### config.mk
export PLATFORM = sky130hd
export DESIGN_NAME = dctc_host_ctrl
export DESIGN_NICKNAME = d
export VERILOG_FILES = /design/src/dctc_pkg.sv /design/src/dctc_host_ctrl.sv
export SDC_FILE = /design/constraint.sdc
export NUM_CORES = 1
export LEC_CHECK = 0
export BUFFER_PORTS_ARGS = -buffer_cell sky130_fd_sc_hd__buf_2
export CAP_MARGIN = 10
export CORE_MARGIN = 2
export CORE_UTILIZATION = 45
export DETAILED_ROUTE_END_ITERATION = 7
export HOLD_SLACK_MARGIN = 0.12
export PLACE_DENSITY_LB_ADDON = 0.25
export SLEW_MARGIN = 20
export SYNTH_ARGS = -nofsm -noshare
export SYNTH_HDL_FRONTEND = slang
export SYNTH_SLANG_ARGS = --single-unit
### constraint.sdc
create_clock -name ref_clk -period 3.9 [get_ports ref_clk]
set_clock_uncertainty 0.1 [all_clocks]
set_input_delay 0.39 -clock ref_clk [delete_from_list [all_inputs] [get_ports ref_clk]]
set_output_delay 0.39 -clock ref_clk [all_outputs]
set_load 0.02 [all_outputs]
### src/dctc_pkg.sv
/*
  dctc_pkg: constants shared by the ddr3 command timing controller.
  Assumes a 40 MHz reference clock; the memory command clock is derived
  from it by a fixed divider, so every figure below is turned into
  memory clock cycles at that derived period.
*/
package dctc_pkg;

  // clocking: reference period and divider that makes the memory clock
  localparam int REF_PS = 25000;
  localparam int CK_DIV = 2;
  localparam int CK_PS = REF_PS * CK_DIV;
  localparam int DLL_OFF_MIN_CK_PS = 8000;

  // device latencies in memory clocks
  localparam int WL_NCK = 5;
  localparam int RL_NCK = 6;
  localparam int BURST_NCK = 4;

  // spacing figures as printed (ps) and their cycle floors
  localparam int RRD_PS = 6000;
  localparam int RRD_NCK = 4;
  localparam int FAW_PS = 30000;
  localparam int CCD_NCK = 4;
  localparam int WR_PS = 15000;
  localparam int RP_PS = 13750;
  localparam int WTR_PS = 7500;
  localparam int WTR_NCK = 4;
  localparam int RTP_PS = 7500;
  localparam int RTP_NCK = 4;
  localparam int MRD_NCK = 4;
  localparam int MOD_PS = 15000;
  localparam int MOD_NCK = 12;
  localparam int MPRR_NCK = 1;
  localparam int CKE_PS = 5000;
  localparam int CKE_NCK = 3;
  localparam int CKESR_EXTRA_NCK = 1;
  localparam int CKSRE_PS = 10000;
  localparam int CKSRE_NCK = 5;
  localparam int CKSRX_PS = 10000;
  localparam int CKSRX_NCK = 5;
  localparam int RFC_PS = 260000;
  localparam int XS_EXTRA_PS = 10000;
  localparam int XS_NCK = 5;

  // round a time up to whole clocks and take the larger of it and a floor
  function automatic int dctc_nck(input int ps, input int floor_nck);
    int c;
    c = (ps + CK_PS - 1) / CK_PS;
    if (c < floor_nck)
      c = floor_nck;
    if (c < 1)
      c = 1;
    return c;
  endfunction

  // cycle counts loaded into the spacing counters
  localparam logic [5:0] ACT_GAP_NCK = 6'(dctc_nck(RRD_PS, RRD_NCK));
  localparam logic [5:0] FAW_NCK = 6'(dctc_nck(FAW_PS, 1));
  localparam logic [5:0] COL_GAP_NCK = 6'(CCD_NCK);
  localparam logic [5:0] WR_NCK = 6'(dctc_nck(WR_PS, 1));
  localparam logic [5:0] RP_NCK = 6'(dctc_nck(RP_PS, 1));
  localparam logic [5:0] WR_TO_PRE_NCK = 6'(WL_NCK + BURST_NCK) + WR_NCK;
  localparam logic [5:0] WRAP_TO_ACT_NCK = WR_TO_PRE_NCK + RP_NCK;
  localparam logic [5:0] WR_TO_RD_NCK = 6'(WL_NCK + BURST_NCK + dctc_nck(WTR_PS, WTR_NCK));
  localparam logic [5:0] RD_TO_PRE_NCK = 6'(dctc_nck(RTP_PS, RTP_NCK));
  localparam logic [5:0] RDAP_TO_ACT_NCK = RD_TO_PRE_NCK + RP_NCK;
  localparam logic [5:0] MRS_GAP_NCK = 6'(MRD_NCK);
  localparam logic [5:0] MOD_GAP_NCK = 6'(dctc_nck(MOD_PS, MOD_NCK));
  localparam logic [5:0] MPR_GAP_NCK = 6'(RL_NCK + BURST_NCK + MPRR_NCK);
  localparam logic [5:0] PD_LOW_NCK = 6'(dctc_nck(CKE_PS, CKE_NCK));
  localparam logic [5:0] SR_LOW_NCK = PD_LOW_NCK + 6'(CKESR_EXTRA_NCK);
  localparam logic [5:0] CLK_HOLD_NCK = 6'(dctc_nck(CKSRE_PS, CKSRE_NCK));
  localparam logic [5:0] CLK_PRE_NCK = 6'(dctc_nck(CKSRX_PS, CKSRX_NCK));
  localparam logic [5:0] RFC_NCK = 6'(dctc_nck(RFC_PS, 1));
  localparam logic [5:0] XS_GAP_NCK = 6'(dctc_nck(RFC_PS + XS_EXTRA_PS, XS_NCK));

  // geometry
  localparam int BANKS = 8;
  localparam int FAW_SLOTS = 4;
  localparam int AP_BIT = 10;

  // request codes from the user side
  localparam logic [3:0] CMD_ACT = 4'h1;
  localparam logic [3:0] CMD_RD = 4'h2;
  localparam logic [3:0] CMD_WR = 4'h3;
  localparam logic [3:0] CMD_PRE = 4'h4;
  localparam logic [3:0] CMD_REF = 4'h5;
  localparam logic [3:0] CMD_MRS = 4'h6;
  localparam logic [3:0] CMD_MPR_RD = 4'h7;
  localparam logic [3:0] CMD_SR_ENTER = 4'h8;
  localparam logic [3:0] CMD_PD_ENTER = 4'h9;
  localparam logic [3:0] CMD_WAKE = 4'hA;

  // pin patterns {cs_n, ras_n, cas_n, we_n}
  localparam logic [3:0] PIN_NOP = 4'h7;
  localparam logic [3:0] PIN_ACT = 4'h3;
  localparam logic [3:0] PIN_RD = 4'h5;
  localparam logic [3:0] PIN_WR = 4'h4;
  localparam logic [3:0] PIN_PRE = 4'h2;
  localparam logic [3:0] PIN_REF = 4'h1;
  localparam logic [3:0] PIN_MRS = 4'h0;

  typedef enum logic [3:0] {
    ST_RUN = 4'h1,
    ST_HOLD = 4'h2,
    ST_SLEEP = 4'h4,
    ST_WAKE = 4'h8
  } dctc_state_t;

endpackage

### src/dctc_host_ctrl.sv
/*
  dctc_host_ctrl: host-side command issuer for a ddr3 memory that holds
  every request until all spacing limits are met, and drives the memory
  clock and clock enable around self-refresh and power-down.
  Assumes the requester sits on ref_clk and holds req_valid and its
  fields steady until req_ack pulses.
*/
`timescale 1ns/1ps

module dctc_host_ctrl
  import dctc_pkg::*;
(
  input wire logic ref_clk,
  input wire logic resetn,
  input wire logic req_valid,
  input wire logic [3:0] req_cmd,
  input wire logic [2:0] req_bank,
  input wire logic [15:0] req_addr,
  output logic req_ack,
  output logic sleep_active,
  output logic mem_ck,
  output logic mem_ck_n,
  output logic mem_cke,
  output logic mem_cs_n,
  output logic mem_ras_n,
  output logic mem_cas_n,
  output logic mem_we_n,
  output logic [2:0] mem_ba,
  output logic [15:0] mem_addr
);

  // saturating count-down used by every spacing counter
  function automatic logic [5:0] dec(input logic [5:0] v);
    logic [5:0] r;
    r = (v == 6'h00) ? v : v - 6'h01;
    return r;
  endfunction

  dctc_state_t st_q, st_d;
  logic phase_q, phase_d;
  logic run_q, run_d;
  logic ck_q, ck_d;
  logic ck_n_q, ck_n_d;
  logic cke_q, cke_d;
  logic sleep_q, sleep_d;
  logic [3:0] pins_q, pins_d;
  logic [2:0] ba_q, ba_d;
  logic [15:0] addr_q, addr_d;
  logic ack_q, ack_d;
  logic sr_q, sr_d;
  logic [5:0] act_gap_q, act_gap_d;
  logic [5:0] col_gap_q, col_gap_d;
  logic [5:0] rd_gap_q, rd_gap_d;
  logic [5:0] mrs_gap_q, mrs_gap_d;
  logic [5:0] mod_gap_q, mod_gap_d;
  logic [5:0] any_gap_q, any_gap_d;
  logic [5:0] ref_gap_q, ref_gap_d;
  logic [5:0] xs_gap_q, xs_gap_d;
  logic [5:0] cke_low_q, cke_low_d;
  logic [5:0] clk_wait_q, clk_wait_d;
  logic [5:0] pre_wait_q [BANKS];
  logic [5:0] pre_wait_d [BANKS];
  logic [5:0] act_wait_q [BANKS];
  logic [5:0] act_wait_d [BANKS];
  logic [5:0] faw_q [FAW_SLOTS];
  logic [5:0] faw_d [FAW_SLOTS];
  logic tick;
  logic faw_free;
  logic [1:0] faw_slot;
  logic common_ok;
  logic go;
  logic ap;
  logic iss_act, iss_col, iss_rd, iss_wr, iss_mrs, iss_ref, iss_any;

  // one memory clock per two reference cycles; 50 ns is far above the
  // 8 ns floor of delay-loop-off mode, so the divider serves with the delay loop off
  assign tick = phase_q;

  // four-activate window: a slot at zero is a free activate credit
  always_comb
  begin
    faw_free = 1'b0;
    faw_slot = 2'h0;
    for (int i = FAW_SLOTS - 1; i >= 0; i--)
    begin
      if (faw_q[i] == 6'h00)
      begin
        faw_free = 1'b1;
        faw_slot = 2'(i);
      end
    end
  end

  // limits shared by every non-mode command
  assign common_ok = (mod_gap_q == 6'h00) && (any_gap_q == 6'h00) && (xs_gap_q == 6'h00);
  assign ap = req_addr[AP_BIT];

  // gate each request on all its counters before it may go out
  always_comb
  begin
    go = 1'b0;
    if (tick && req_valid && !ack_q && st_q == ST_RUN)
    begin
      unique case (req_cmd)
        CMD_ACT: go = common_ok && act_gap_q == 6'h00 && faw_free
          && act_wait_q[req_bank] == 6'h00 && ref_gap_q == 6'h00;
        CMD_RD, CMD_MPR_RD: go = common_ok && col_gap_q == 6'h00
          && rd_gap_q == 6'h00 && act_wait_q[req_bank] == 6'h00;
        CMD_WR: go = common_ok && col_gap_q == 6'h00 && act_wait_q[req_bank] == 6'h00;
        CMD_PRE: go = common_ok && pre_wait_q[req_bank] == 6'h00;
        CMD_REF, CMD_SR_ENTER: go = common_ok && ref_gap_q == 6'h00;
        CMD_PD_ENTER: go = common_ok;
        CMD_MRS: go = mrs_gap_q == 6'h00 && any_gap_q == 6'h00 && xs_gap_q == 6'h00;
        default: go = 1'b0;
      endcase
    end
  end

  assign iss_act = go && req_cmd == CMD_ACT;
  assign iss_rd = go && (req_cmd == CMD_RD || req_cmd == CMD_MPR_RD);
  assign iss_wr = go && req_cmd == CMD_WR;
  assign iss_col = iss_rd || iss_wr;
  assign iss_mrs = go && req_cmd == CMD_MRS;
  assign iss_ref = go && (req_cmd == CMD_REF || req_cmd == CMD_SR_ENTER);
  assign iss_any = go;

  // next state of the counters, pins and sleep sequence
  always_comb
  begin
    st_d = st_q;
    phase_d = ~phase_q;
    run_d = run_q;
    cke_d = cke_q;
    pins_d = pins_q;
    ba_d = ba_q;
    addr_d = addr_q;
    ack_d = 1'b0;
    sr_d = sr_q;
    act_gap_d = act_gap_q;
    col_gap_d = col_gap_q;
    rd_gap_d = rd_gap_q;
    mrs_gap_d = mrs_gap_q;
    mod_gap_d = mod_gap_q;
    any_gap_d = any_gap_q;
    ref_gap_d = ref_gap_q;
    xs_gap_d = xs_gap_q;
    cke_low_d = cke_low_q;
    clk_wait_d = clk_wait_q;
    for (int b = 0; b < BANKS; b++)
    begin
      pre_wait_d[b] = pre_wait_q[b];
      act_wait_d[b] = act_wait_q[b];
    end
    for (int f = 0; f < FAW_SLOTS; f++)
      faw_d[f] = faw_q[f];
    if (tick)
    begin
      // every counter counts memory clocks, one per tick
      act_gap_d = dec(act_gap_q);
      col_gap_d = dec(col_gap_q);
      rd_gap_d = dec(rd_gap_q);
      mrs_gap_d = dec(mrs_gap_q);
      mod_gap_d = dec(mod_gap_q);
      any_gap_d = dec(any_gap_q);
      ref_gap_d = dec(ref_gap_q);
      xs_gap_d = dec(xs_gap_q);
      cke_low_d = dec(cke_low_q);
      clk_wait_d = dec(clk_wait_q);
      for (int b = 0; b < BANKS; b++)
      begin
        pre_wait_d[b] = dec(pre_wait_q[b]);
        act_wait_d[b] = dec(act_wait_q[b]);
      end
      for (int f = 0; f < FAW_SLOTS; f++)
        faw_d[f] = dec(faw_q[f]);
      pins_d = PIN_NOP;
      if (go)
      begin
        ack_d = 1'b1;
        ba_d = req_bank;
        addr_d = req_addr;
        unique case (req_cmd)
          CMD_ACT:
          begin
            pins_d = PIN_ACT;
            act_gap_d = ACT_GAP_NCK;
            faw_d[faw_slot] = FAW_NCK;
          end
          CMD_RD, CMD_MPR_RD:
          begin
            pins_d = PIN_RD;
            col_gap_d = COL_GAP_NCK;
            if (RD_TO_PRE_NCK > pre_wait_q[req_bank])
              pre_wait_d[req_bank] = RD_TO_PRE_NCK;
            if (ap)
              act_wait_d[req_bank] = RDAP_TO_ACT_NCK;
            if (req_cmd == CMD_MPR_RD)
              any_gap_d = MPR_GAP_NCK;
          end
          CMD_WR:
          begin
            pins_d = PIN_WR;
            col_gap_d = COL_GAP_NCK;
            rd_gap_d = WR_TO_RD_NCK;
            pre_wait_d[req_bank] = WR_TO_PRE_NCK;
            if (ap)
              act_wait_d[req_bank] = WRAP_TO_ACT_NCK;
          end
          CMD_PRE:
          begin
            pins_d = PIN_PRE;
            if (RP_NCK > act_wait_q[req_bank])
              act_wait_d[req_bank] = RP_NCK;
          end
          CMD_REF:
          begin
            pins_d = PIN_REF;
            ref_gap_d = RFC_NCK;
          end
          CMD_MRS:
          begin
            pins_d = PIN_MRS;
            mrs_gap_d = MRS_GAP_NCK;
            mod_gap_d = MOD_GAP_NCK;
          end
          CMD_SR_ENTER:
          begin
            // refresh with clock enable low starts self-refresh
            pins_d = PIN_REF;
            cke_d = 1'b0;
            sr_d = 1'b1;
            cke_low_d = SR_LOW_NCK;
            clk_wait_d = CLK_HOLD_NCK;
            st_d = ST_HOLD;
          end
          CMD_PD_ENTER:
          begin
            cke_d = 1'b0;
            sr_d = 1'b0;
            cke_low_d = PD_LOW_NCK;
            clk_wait_d = CLK_HOLD_NCK;
            st_d = ST_HOLD;
          end
          default: ack_d = 1'b0;
        endcase
      end
      // sleep sequence: hold clock, stop it, restore it, then raise enable
      unique case (st_q)
        ST_RUN: st_d = st_d;
        ST_HOLD:
          if (clk_wait_q == 6'h00)
          begin
            run_d = 1'b0;
            st_d = ST_SLEEP;
          end
        ST_SLEEP:
          if (req_valid && !ack_q && req_cmd == CMD_WAKE)
          begin
            run_d = 1'b1;
            clk_wait_d = CLK_PRE_NCK;
            st_d = ST_WAKE;
          end
        ST_WAKE:
          if (clk_wait_q == 6'h00 && cke_low_q == 6'h00)
          begin
            cke_d = 1'b1;
            ack_d = 1'b1;
            if (sr_q)
              xs_gap_d = XS_GAP_NCK;
            st_d = ST_RUN;
          end
        default: st_d = ST_RUN;
      endcase
    end
    // enable rises right after reset; the exit gap only runs once it is high
    if (st_q == ST_RUN && !cke_q)
      cke_d = 1'b1;
    if (xs_gap_q == XS_GAP_NCK && !cke_q)
      xs_gap_d = xs_gap_q;
  end

  // the memory clock falls at the edge where pins change, so the
  // command is steady for half a period before the rising edge
  assign ck_d = run_d & ~phase_q;
  assign ck_n_d = ~ck_d;
  assign sleep_d = ~cke_d;

  // register everything; outputs come straight from these flops
  always_ff @(posedge ref_clk or negedge resetn)
  begin
    if (!resetn)
    begin
      st_q <= ST_RUN;
      phase_q <= 1'b0;
      run_q <= 1'b1;
      ck_q <= 1'b0;
      ck_n_q <= 1'b1;
      cke_q <= 1'b0;
      sleep_q <= 1'b1;
      pins_q <= PIN_NOP;
      ba_q <= 3'h0;
      addr_q <= 16'h0000;
      ack_q <= 1'b0;
      sr_q <= 1'b0;
      act_gap_q <= 6'h00;
      col_gap_q <= 6'h00;
      rd_gap_q <= 6'h00;
      mrs_gap_q <= 6'h00;
      mod_gap_q <= 6'h00;
      any_gap_q <= 6'h00;
      ref_gap_q <= 6'h00;
      xs_gap_q <= XS_GAP_NCK;
      cke_low_q <= 6'h00;
      clk_wait_q <= 6'h00;
      for (int b = 0; b < BANKS; b++)
      begin
        pre_wait_q[b] <= 6'h00;
        act_wait_q[b] <= 6'h00;
      end
      for (int f = 0; f < FAW_SLOTS; f++)
        faw_q[f] <= 6'h00;
    end
    else
    begin
      st_q <= st_d;
      phase_q <= phase_d;
      run_q <= run_d;
      ck_q <= ck_d;
      ck_n_q <= ck_n_d;
      cke_q <= cke_d;
      sleep_q <= sleep_d;
      pins_q <= pins_d;
      ba_q <= ba_d;
      addr_q <= addr_d;
      ack_q <= ack_d;
      sr_q <= sr_d;
      act_gap_q <= act_gap_d;
      col_gap_q <= col_gap_d;
      rd_gap_q <= rd_gap_d;
      mrs_gap_q <= mrs_gap_d;
      mod_gap_q <= mod_gap_d;
      any_gap_q <= any_gap_d;
      ref_gap_q <= ref_gap_d;
      xs_gap_q <= xs_gap_d;
      cke_low_q <= cke_low_d;
      clk_wait_q <= clk_wait_d;
      pre_wait_q <= pre_wait_d;
      act_wait_q <= act_wait_d;
      faw_q <= faw_d;
    end
  end

  assign req_ack = ack_q;
  assign sleep_active = sleep_q;
  assign mem_ck = ck_q;
  assign mem_ck_n = ck_n_q;
  assign mem_cke = cke_q;
  assign mem_cs_n = pins_q[3];
  assign mem_ras_n = pins_q[2];
  assign mem_cas_n = pins_q[1];
  assign mem_we_n = pins_q[0];
  assign mem_ba = ba_q;
  assign mem_addr = addr_q;

  // checks; helper counters give reference cycles since an event
  logic [7:0] since_mrs_q, since_ref_q, since_wr_q;
  always_ff @(posedge ref_clk or negedge resetn)
  begin
    if (!resetn)
    begin
      since_mrs_q <= 8'hFF;
      since_ref_q <= 8'hFF;
      since_wr_q <= 8'hFF;
    end
    else
    begin
      since_mrs_q <= iss_mrs ? 8'h00 : (since_mrs_q == 8'hFF ? 8'hFF : since_mrs_q + 8'h01);
      since_ref_q <= iss_ref ? 8'h00 : (since_ref_q == 8'hFF ? 8'hFF : since_ref_q + 8'h01);
      since_wr_q <= iss_wr ? 8'h00 : (since_wr_q == 8'hFF ? 8'hFF : since_wr_q + 8'h01);
    end
  end
endmodule

==> impl_metrics.json, run 1 <==
{
  "status": "finished clean",
  "tritoncts": "done",
  "synthesis.area_sq_um": 13900,
  "drt_iter0_markers": 1271,
  "layout_commonest_cell": "dfrtp_1",
  "peakVddDrop_mv": 0.339,
  "final_util_pct": 51.8,
  "drtPass1Iterations": 5,
  "die_h_um": 180,
  "place.gp.congestion": 0.913,
  "hp-class": "in -> reg",
  "finalHoldViolCount": 0,
  "dpl.cell_count": 2027,
  "crit_chain": "inv_1 -> ha_1 -> nand2b_1 -> or4_1 -> a311oi_1 -> buf_4 -> o2111ai_4 -> nand3_1 -> buf_4 -> or3b_1 -> a32o_1",
  "stdcell_area_sq_um": 15800,
  "worstReg2RegEnd": "act_wait_q[33]$_DFFE_PN0P_",
  "synth_nets": 1687,
  "stdcell_count": 2089,
  "ant_nets": 0,
  "drive_above_1_share_pct": 12.0,
  "clock-root-buffer": "clkbuf_16",
  "grt_pass1_vias": 12300,
  "max-cap-violations": 0,
  "hold_depth": 2,
  "htree_levels": 1,
  "min_to": "sr_q$_DFFE_PN0P_",
  "grt-ovfl-total": 0,
  "timing.final.crit_period_ps": 3540,
  "path_clk_slew_ps": 70,
  "fin_nets": 1753,
  "cts.repair.resized": 0,
  "ios": 54,
  "clock-sinks": 214,
  "synthToLayoutAreaGrowth_pct": 13.6,
  "worstSetupEndpointType": "flip-flop",
  "fmax_ghz": 0.283,
  "drc": 0,
  "clk_latency_ps": 540,
  "seqCellArea_sq_um": 5370,
  "numPortBuffers": 52,
  "drt-vias-per-instance": 6.08,
  "dieArea_sq_um": 32400,
  "fp.dieW_um": 180,
  "ys_types": 94,
  "total_power_w": 0.00732,
  "rows": 64,
  "crit_path_max_fanout": 20,
  "r2r-start": "faw_q[0]$_DFFE_PN0P_",
  "core_area_sq_um": 30500,
  "n_antenna_cell": 0,
  "crit_path_max_incr_delay_ps": 570,
  "grt_max_degree": 98,
  "synthCells": 1608,
  "grt_usage_pct": 23.5,
  "cts_setup_buffers": 0,
  "fin_setup_tns_ps": 0,
  "clk_path_buf_depth": 3,
  "synthFlopType": "dfrtp_1",
  "async_flop_share_pct": 100,
  "final_max_slew_viol_count": 0,
  "hold_buffers": 16,
  "mostFrequentLayoutCells": "dfrtp_1, nand2_1, nor2_1",
  "p_leak_nw": 7.00,
  "ys_seq_area_share_pct": 38.5,
  "fill_cells": 2758,
  "synth_warnings": 0,
  "finalSetupViolations": 0,
  "power_density_nw_per_um2": 463,
  "worstHoldStart": "req_cmd[0]",
  "synth_seq_cells": 214,
  "drt_wl_total_mm": 38.5,
  "grt_setup_unrepaired": "false",
  "synth.avg_cell_area_sq_um": 8.66,
  "hpwlAfterDp_mm": 26.8,
  "multi_input_area_sq_um": 7830,
  "antenna_found_initial": 0,
  "start_kind": "flip-flop",
  "grt_pass1_wl_mm": 63.4,
  "critPathSlowestCell": "or4_1",
  "dpl_cell_area_sq_um": 14800,
  "critPathArrivalTime_ps": 3870,
  "slew_headroom_pct": 37.6,
  "cts-buffers-inserted": 25,
  "wl_per_cell_um": 18.4,
  "cpMostUsedCell": "buf_4",
  "initial_utilization_pct": 45.6,
  "fin_crit_sh_pct": 90.7,
  "critPathRequiredTime_ps": 4230,
  "worst_pin_slew_ps": 937,
  "worstSetupPathType": "reg -> reg",
  "worstRegToRegCells": 11,
  "via_count": 12700,
  "synth_edf_count": 0,
  "regToRegSetupSlack_ps": 360
}
## cells in the mapped netlist, types with 12 or more instances
| cell | instances | share of area (%) |
|---|---|---|
| a21oi_1 | 64 | 2.3 |
| o21ai_1 | 32 | 1.2 |
| nor3_1 | 82 | 2.9 |
| inv_1 | 104 | 2.8 |
| buf_2 | 19 | 0.68 |
| o2bb2ai_1 | 13 | 0.82 |
| o21ai_0 | 49 | 1.8 |
| dfrtp_1 | 205 | 37 |
| nand3_1 | 68 | 2.4 |
| nor2b_1 | 17 | 0.76 |
| xnor2_1 | 43 | 2.7 |
| o32ai_1 | 23 | 1.4 |
| mux2_1 | 12 | 0.97 |
| clkbuf_1 | 52 | 1.4 |
| nand2b_1 | 13 | 0.58 |
| a31oi_1 | 21 | 0.94 |
| ha_1 | 53 | 4.8 |
| mux2_2 | 12 | 0.97 |
| o31ai_1 | 12 | 0.65 |
| and3_1 | 20 | 0.90 |
| nor4_1 | 38 | 1.7 |
| xor2_1 | 12 | 0.75 |
| nand4_1 | 21 | 0.94 |
| a22oi_1 | 12 | 0.65 |
| a21o_1 | 21 | 1.1 |
| or3_1 | 21 | 0.94 |
| nand2_1 | 178 | 4.8 |
| nor2_1 | 130 | 3.5 |
| o22ai_1 | 19 | 0.85 |
## kinds of logic (layout without fill, tap and decap cells)
kind of cell               Yosys count  count (layout)  share of synthesized area, %
buffers and inverters              185             270                          5.21
adders and majority gates           53              53                          4.76
muxes                               38              38                          3.22
xor gates and xnor gates            55              55                          3.46
other                                1               1                        0.0269
DFF                                214             214                          38.5
and+or+nand+nor                    664             664                          24.0
AOI/OAI and AO/OA                  398             398                          20.8
## flip-flops by register name, summed over array words and instances, names as in the netlist, 3 cells and up, named ones only
register	cells
col_gap_q	6
xs_gap_q	6
act_gap_q	6
mod_gap_q	6
mem_addr	16
pins_q	3
cke_low_q	6
any_gap_q	6
ref_gap_q	6
rd_gap_q	6
st_q	4
mrs_gap_q	6
faw_q	24
clk_wait_q	6
pre_wait_q	48
mem_ba	3
act_wait_q	48
## power breakdown
group	internal [W]	switching [W]
logic	0.000803	0.000942
clock network	0.00154	0.00100
registers	0.00264	0.000402
total	0.00498	0.00234
## layout make-up
cell class / instances / area share, %
multi-input cells: 1209 / 49.5
well taps: 396 / 3.13
clock inverters: 15 / 1.27
clock buffers: 31 / 4.41
repair buffers: 119 / 5.22
flip-flops and latches: 214 / 34.0
inverters: 105 / 2.49
## through the flow
| step | worst slack [ps] | hold slack, ps |
|---|---|---|
| 3_3_place_gp | 366 | 362 |
| 6_report | 362 | 164 |
| 3_5_place_dp | 293 | 369 |
| 2_1_floorplan | 867 | -5.59 |
| 4_1_cts | 348 | 148 |
| 5_1_grt | 103 | 160 |
## per-layer routing
metal / share of wire (%) / vias to the layer above / global-route usage [%]
met3: 6.6 / 94 / 3.67
met1: 45 / 6117 / 32.1
li1: - / 6049 / -
met4: 3.2 / 0 / 8.20
met5: 0 / - / 0
met2: 46 / 449 / 38.0
## critical path: cells and delay by family (launching register included)
| family | cells | cell delay (ps) |
|---|---|---|
| AO/OA/AOI/OAI | 3 | 840 |
| adder cells (fa/ha/maj) | 1 | 190 |
| buffers and inverters | 3 | 610 |
| flip-flops | 1 | 410 |
| AND/OR/NAND/NOR | 4 | 1250 |
## worst max-delay path by stage
stage	to	slack (ps)	start	cells after the start
floorplan	pre_wait_q[31]$_DFFE_PN0P_	870	faw_q[0]$_DFFE_PN0P_	11
global placement	act_wait_q[27]$_DFFE_PN0P_	370	req_bank[0]	9
detailed placement	act_wait_q[32]$_DFFE_PN0P_	290	req_bank[0]	10
CTS	any_gap_q[1]$_DFFE_PN0P_	350	faw_q[0]$_DFFE_PN0P_	10
global route	any_gap_q[1]$_DFFE_PN0P_	100	faw_q[0]$_DFFE_PN0P_	10
finish	act_wait_q[33]$_DFFE_PN0P_	360	faw_q[0]$_DFFE_PN0P_	11
(Power assumes the default switching activity.)
==> run 2: changes to the inputs <==
--- a/config.mk
+++ b/config.mk
@@ -12,6 +12,7 @@
 export DETAILED_ROUTE_END_ITERATION = 7
 export HOLD_SLACK_MARGIN = 0.12
 export PLACE_DENSITY_LB_ADDON = 0.25
+export RECOVER_POWER = 100
 export SLEW_MARGIN = 20
 export SYNTH_ARGS = -nofsm -noshare
 export SYNTH_HDL_FRONTEND = slang
==> impl_metrics.json, run 2 (synthesis results as in run 1) <==
{
  "rows": 64,
  "initial_utilization_pct": 45.6,
  "drt_iter0_markers": 1176,
  "p_int_w": 0.00497,
  "crit_chain": "inv_1 -> ha_1 -> nand2b_1 -> or4_1 -> a311oi_1 -> buf_4 -> o2111ai_4 -> o211a_1 -> or4_1 -> a31oi_1",
  "cpMostUsedCell": "or4_1",
  "top_layer": "met4",
  "p_sw_share_pct": 32.0,
  "final_max_slew_viol_count": 97,
  "power_density_nw_per_um2": 465,
  "status": "complete, but fails checks",
  "layout_commonest_cell": "dfrtp_1",
  "path_clk_slew_ps": 60,
  "clock-root-buffer": "clkbuf_16",
  "stdcell_count": 2089,
  "wl_per_cell_um": 18.4,
  "dpl.cell_count": 2027,
  "peakVddDrop_mv": 0.340,
  "drive_above_1_share_pct": 9.81,
  "worstRegToRegCells": 10,
  "worstSetupPathType": "reg -> reg",
  "hp-class": "in -> reg",
  "hold_depth": 2,
  "seqPwrFrac_pct": 41.6,
  "reg.largest.list": "act_wait_q x48, pre_wait_q x48, faw_q x24",
  "p_leak_nw": 6.88,
  "met2_length_mm": 17.7,
  "via_count": 12700,
  "grt_max_degree": 98,
  "crit_path_max_fanout": 14,
  "die_h_um": 180,
  "start_kind": "flip-flop",
  "clock-sinks": 214,
  "fin_nets": 1753,
  "pwr-share-comb_pct": 23.7,
  "mostFrequentLayoutCells": "dfrtp_1, nand2_1, nor2_1",
  "stdcell_area_sq_um": 15700,
  "drc": 0,
  "m1WireLength_mm": 17.4,
  "crit_path_max_incr_delay_ps": 580,
  "finalHoldViolCount": 0,
  "cp.depth": 10,
  "fin_crit_sh_pct": 91.5,
  "dieArea_sq_um": 32400,
  "htree_levels": 1,
  "dpl_cell_area_sq_um": 14800,
  "clk_path_buf_depth": 3,
  "fp.dieW_um": 180,
  "core_area_sq_um": 30500,
  "fin_setup_tns_ps": 0,
  "synthToLayoutAreaGrowth_pct": 12.9,
  "violations": "capacitance limit, slew limit",
  "drtPass1Iterations": 7,
  "antenna_found_initial": 0,
  "grt_pass1_vias": 12300,
  "p_clk_share_pct": 34.7,
  "critPathArrivalTime_ps": 3920,
  "fmax_ghz": 0.280,
  "worst_pin_slew_ps": 2580,
  "worstSetupEndpointType": "flip-flop",
  "grt_setup_unrepaired": "false",
  "grt_usage_pct": 23.5,
  "slew_headroom_pct": -71.9,
  "critPathSlowestCell": "or4_1",
  "n_antenna_cell": 0,
  "hpwlAfterDp_mm": 26.8,
  "tritoncts": "done",
  "ant_nets": 0,
  "grt_pass1_wl_mm": 63.4,
  "grt-ovfl-total": 0,
  "numPortBuffers": 52,
  "finalSetupViolations": 0,
  "max-cap-violations": 1,
  "place.gp.congestion": 0.913,
  "critPathRequiredTime_ps": 4250,
  "cp.buffers_inverters": 2,
  "clk_latency_ps": 540,
  "cp_top_family": "simple AND/OR/NAND/NOR gates",
  "wl_met3_mm": 2.32,
  "drt-vias-per-instance": 6.06,
  "drt_wl_total_mm": 38.5,
  "switchingPower_w": 0.00234,
  "timing.final.crit_period_ps": 3570,
  "cts-buffers-inserted": 25,
  "ios": 54
}
==> run 2: cell types whose count changed in the layout (fill, tap and decap cells not counted), moves of 5 or more <==
cell / previous run / this run
o21ai_0: 49 / 66
clkbuf_2: 0 / 5
buf_4: 50 / 41
buf_2: 51 / 24
o21ai_1: 32 / 15
clkbuf_1: 1 / 33
==> run 2: metal layers <==
metal	vias up	track usage, %
met3	85	3.67
met2	386	38.0
met5	-	0
met1	6136	32.1
met4	0	8.20
li1	6046	-
==> run 2: through the flow <==
step                setup WS (ps)  util, %  hold slack [ps]  total power (W)
floorplan                     867        -            -5.59          0.00434
global placement              366     48.4              362          0.00473
detailed placement            293     48.4              369          0.00479
CTS                           348     51.8              148          0.00737
global route                 65.6     51.5              160          0.00777
finish                        331     51.5              164          0.00731
==> run 2: what timing repair did <==
action | CTS | global route
resized for setup | 0 | 0
endpoints found under the hold margin | 106 | 0
hold buffers | 16 | 0
setup buffers | 0 | 0
==> run 2: worst register-to-register path, stage by stage, from the launching register on <==
cell	delay, ps
dfrtp_1	410
inv_1	120
ha_1	190
nand2b_1	80
or4_1	570
a311oi_1	380
buf_4	210
o2111ai_4	180
o211a_1	440
or4_1	580
a31oi_1	210
==> run 2: power by group through the flow <==
stage | clock network [W] | registers [W] | logic, W
6_report | 0.00254 | 0.00304 | 0.00174
5_1_grt | 0.00269 | 0.00310 | 0.00198
4_1_cts | 0.00259 | 0.00303 | 0.00175
3_5_place_dp | 0 | 0.00306 | 0.00173
3_3_place_gp | 0 | 0.00305 | 0.00167
2_1_floorplan | 0 | 0.00296 | 0.00138
==> run 2: worst paths after layout <==
kind	from	to	slack [ps]
max	faw_q[0]$_DFFE_PN0P_	any_gap_q[1]$_DFFE_PN0P_	330
min	req_cmd[0]	sr_q$_DFFE_PN0P_	160
max reg2reg	faw_q[0]$_DFFE_PN0P_	any_gap_q[1]$_DFFE_PN0P_	330
min reg2reg	any_gap_q[5]$_DFFE_PN0P_	any_gap_q[5]$_DFFE_PN0P_	380
max in group asynchronous	resetn	pre_wait_q[17]$_DFFE_PN0P_	660
min in group asynchronous	resetn	act_gap_q[1]$_DFFE_PN0P_	1080
==> run 2: cell type report <==
type,instances,area (sq um)
Timing Repair Buffer,119,753
Clock inverter,15,200
Clock buffer,31,698
Sequential cell,214,5370
Inverter,105,394
Tap cell,396,495
Fill cell,2795,14800
Multi-Input combinational cell,1209,7810
==> run 3: changes to the inputs <==
--- a/config.mk
+++ b/config.mk
@@ -5,7 +5,7 @@
 export SDC_FILE = /design/constraint.sdc
 export NUM_CORES = 1
 export LEC_CHECK = 0
-export BUFFER_PORTS_ARGS = -buffer_cell sky130_fd_sc_hd__buf_2
+export BUFFER_PORTS_ARGS = -buffer_cell sky130_fd_sc_hd__buf_4
 export CAP_MARGIN = 10
 export CORE_MARGIN = 2
 export CORE_UTILIZATION = 45
==> impl_metrics.json, run 3 (synthesis results as in run 1) <==
{
  "stdcell_count": 2086,
  "pwr-share-comb_pct": 24.6,
  "grt_max_degree": 95,
  "drtPass1Iterations": 7,
  "finalSetupViolations": 0,
  "worst_pin_slew_ps": 2610,
  "critPathSlowestCell": "or4_1",
  "worstSetupPathType": "reg -> reg",
  "fmax_ghz": 0.281,
  "via_count": 12800,
  "cp_top_family": "compound AO/OA/AOI/OAI gates",
  "clk_path_buf_depth": 3,
  "slew_headroom_pct": -74.0,
  "hold_depth": 2,
  "htree_levels": 1,
  "reg.largest.list": "act_wait_q x48, pre_wait_q x48, faw_q x24",
  "finalHoldViolCount": 0,
  "grt_pass1_wl_mm": 64.2,
  "clk_latency_ps": 550,
  "worstRegToRegCells": 11,
  "clock-sinks": 214,
  "seqCellArea_sq_um": 5370,
  "peakVddDrop_mv": 0.316,
  "layout_commonest_cell": "dfrtp_1",
  "hpwlAfterDp_mm": 27.3,
  "wl_per_cell_um": 18.8,
  "core_area_sq_um": 30500,
  "n_antenna_cell": 0,
  "grt_pass1_vias": 12200,
  "status": "complete, but fails checks",
  "cts.repair.resized": 0,
  "worstHoldStart": "req_cmd[3]",
  "grt_usage_pct": 23.8,
  "fp.dieW_um": 180,
  "place.gp.congestion": 0.975,
  "r2r-start": "faw_q[0]$_DFFE_PN0P_",
  "hp-class": "in -> reg",
  "initial_utilization_pct": 45.6,
  "total_power_w": 0.00714,
  "dpl.cell_count": 2024,
  "worstSetupEndpointType": "flip-flop",
  "rows": 64,
  "p_leak_nw": 6.88,
  "hold_buffers": 17,
  "path_clk_slew_ps": 60,
  "switchingPower_w": 0.00231,
  "mostFrequentLayoutCells": "dfrtp_1, nand2_1, nor2_1",
  "crit_path_max_fanout": 22,
  "fin_setup_tns_ps": 0,
  "dieArea_sq_um": 32400,
  "cts-buffers-inserted": 26,
  "timing.final.crit_period_ps": 3550,
  "power_density_nw_per_um2": 455,
  "drc": 0,
  "multi_input_area_sq_um": 7820,
  "drt_iter0_markers": 1229,
  "fill_cells": 2865,
  "drt_wl_total_mm": 39.1,
  "crit_chain": "inv_1 -> ha_1 -> nand2b_1 -> or4_1 -> a311oi_1 -> buf_4 -> o2111a_1 -> o31ai_2 -> clkbuf_1 -> and3_1 -> a221o_1",
  "p_sw_share_pct": 32.4,
  "fin_crit_sh_pct": 91.1,
  "max-cap-violations": 2,
  "numPortBuffers": 52,
  "start_kind": "flip-flop",
  "ios": 54,
  "tritoncts": "done",
  "p_clk_share_pct": 32.9,
  "regToRegSetupSlack_ps": 350,
  "fin_nets": 1752,
  "grt_setup_unrepaired": "false",
  "drive_above_1_share_pct": 9.11,
  "min_to": "pins_q[0]$_DFFE_PN1P_",
  "seqPwrFrac_pct": 42.5,
  "crit_path_max_incr_delay_ps": 550,
  "synthToLayoutAreaGrowth_pct": 12.7,
  "p_int_w": 0.00482,
  "cts_setup_buffers": 0,
  "critPathRequiredTime_ps": 4220,
  "grt-ovfl-total": 0,
  "die_h_um": 180,
  "critPathArrivalTime_ps": 3870,
  "violations": "capacitance limit, slew limit",
  "worstReg2RegEnd": "cke_low_q[3]$_DFFE_PN0P_",
  "final_max_slew_viol_count": 124,
  "antenna_found_initial": 0,
  "clock-root-buffer": "clkbuf_16",
  "final_util_pct": 51.4,
  "cp.buffers_inverters": 3,
  "ant_nets": 0,
  "drt-vias-per-instance": 6.16
}
## run 3: cell count changes in the layout (fill, tap and decap cells not counted), sizes merged
cell,before,now
buf,66,59
bufinv,4,0
clkbuf,68,79
clkinv,3,6
clkinvlp,7,1
dlygate4sd3,16,17
inv,106,105
## run 3: final cells by class
type,count,share of cell area (%)
clock inverters,7,0.239
flip-flops and latches,214,34.2
repair buffers,117,5.09
multi-input cells,1209,49.8
inverters,105,2.51
clock buffers,38,5.01
well taps,396,3.16
## run 3: how the worst max path moves through the flow
| stage | from | endpoint | slack [ps] | cells after the start |
|---|---|---|---|---|
| 4_1_cts | faw_q[0]$_DFFE_PN0P_ | act_wait_q[20]$_DFFE_PN0P_ | 370 | 11 |
| 2_1_floorplan | faw_q[0]$_DFFE_PN0P_ | pre_wait_q[31]$_DFFE_PN0P_ | 870 | 11 |
| 6_report | faw_q[0]$_DFFE_PN0P_ | cke_low_q[3]$_DFFE_PN0P_ | 350 | 11 |
| 3_5_place_dp | req_bank[1] | act_wait_q[26]$_DFFE_PN0P_ | 270 | 9 |
| 5_1_grt | faw_q[0]$_DFFE_PN0P_ | cke_low_q[3]$_DFFE_PN0P_ | 80 | 11 |
| 3_3_place_gp | req_bank[1] | act_wait_q[26]$_DFFE_PN0P_ | 390 | 9 |
## run 3: layer usage
| layer | wire length [um] | global-route usage [%] | up-vias | share of wire [%] |
|---|---|---|---|---|
| met1 | 17600 | 33.3 | 6238 | 45 |
| met2 | 18000 | 37.9 | 456 | 46 |
| met4 | 1010 | 8.07 | 0 | 2.6 |
| met5 | 0 | 0 | - | 0 |
| met3 | 2440 | 3.14 | 88 | 6.2 |
| li1 | - | - | 6059 | - |
## run 3: per-stage QoR
stage | setup WS, ps | hold slack (ps) | cell area, sq um
after global placement | 389 | 362 | 14900
after global routing | 78.3 | 168 | 15700
final | 347 | 166 | 15700
after floorplan | 867 | -5.59 | 13900
after detailed placement | 271 | 367 | 14900
after CTS | 370 | 143 | 15900
## run 3: power groups by stage
| stage | combinational [W] | clock (W) | sequential, W |
|---|---|---|---|
| after floorplan | 0.00138 | 0 | 0.00296 |
| after global placement | 0.00170 | 0 | 0.00305 |
| after detailed placement | 0.00175 | 0 | 0.00306 |
| after CTS | 0.00177 | 0.00239 | 0.00303 |
| after global routing | 0.00199 | 0.00248 | 0.00310 |
| final | 0.00176 | 0.00235 | 0.00303 |
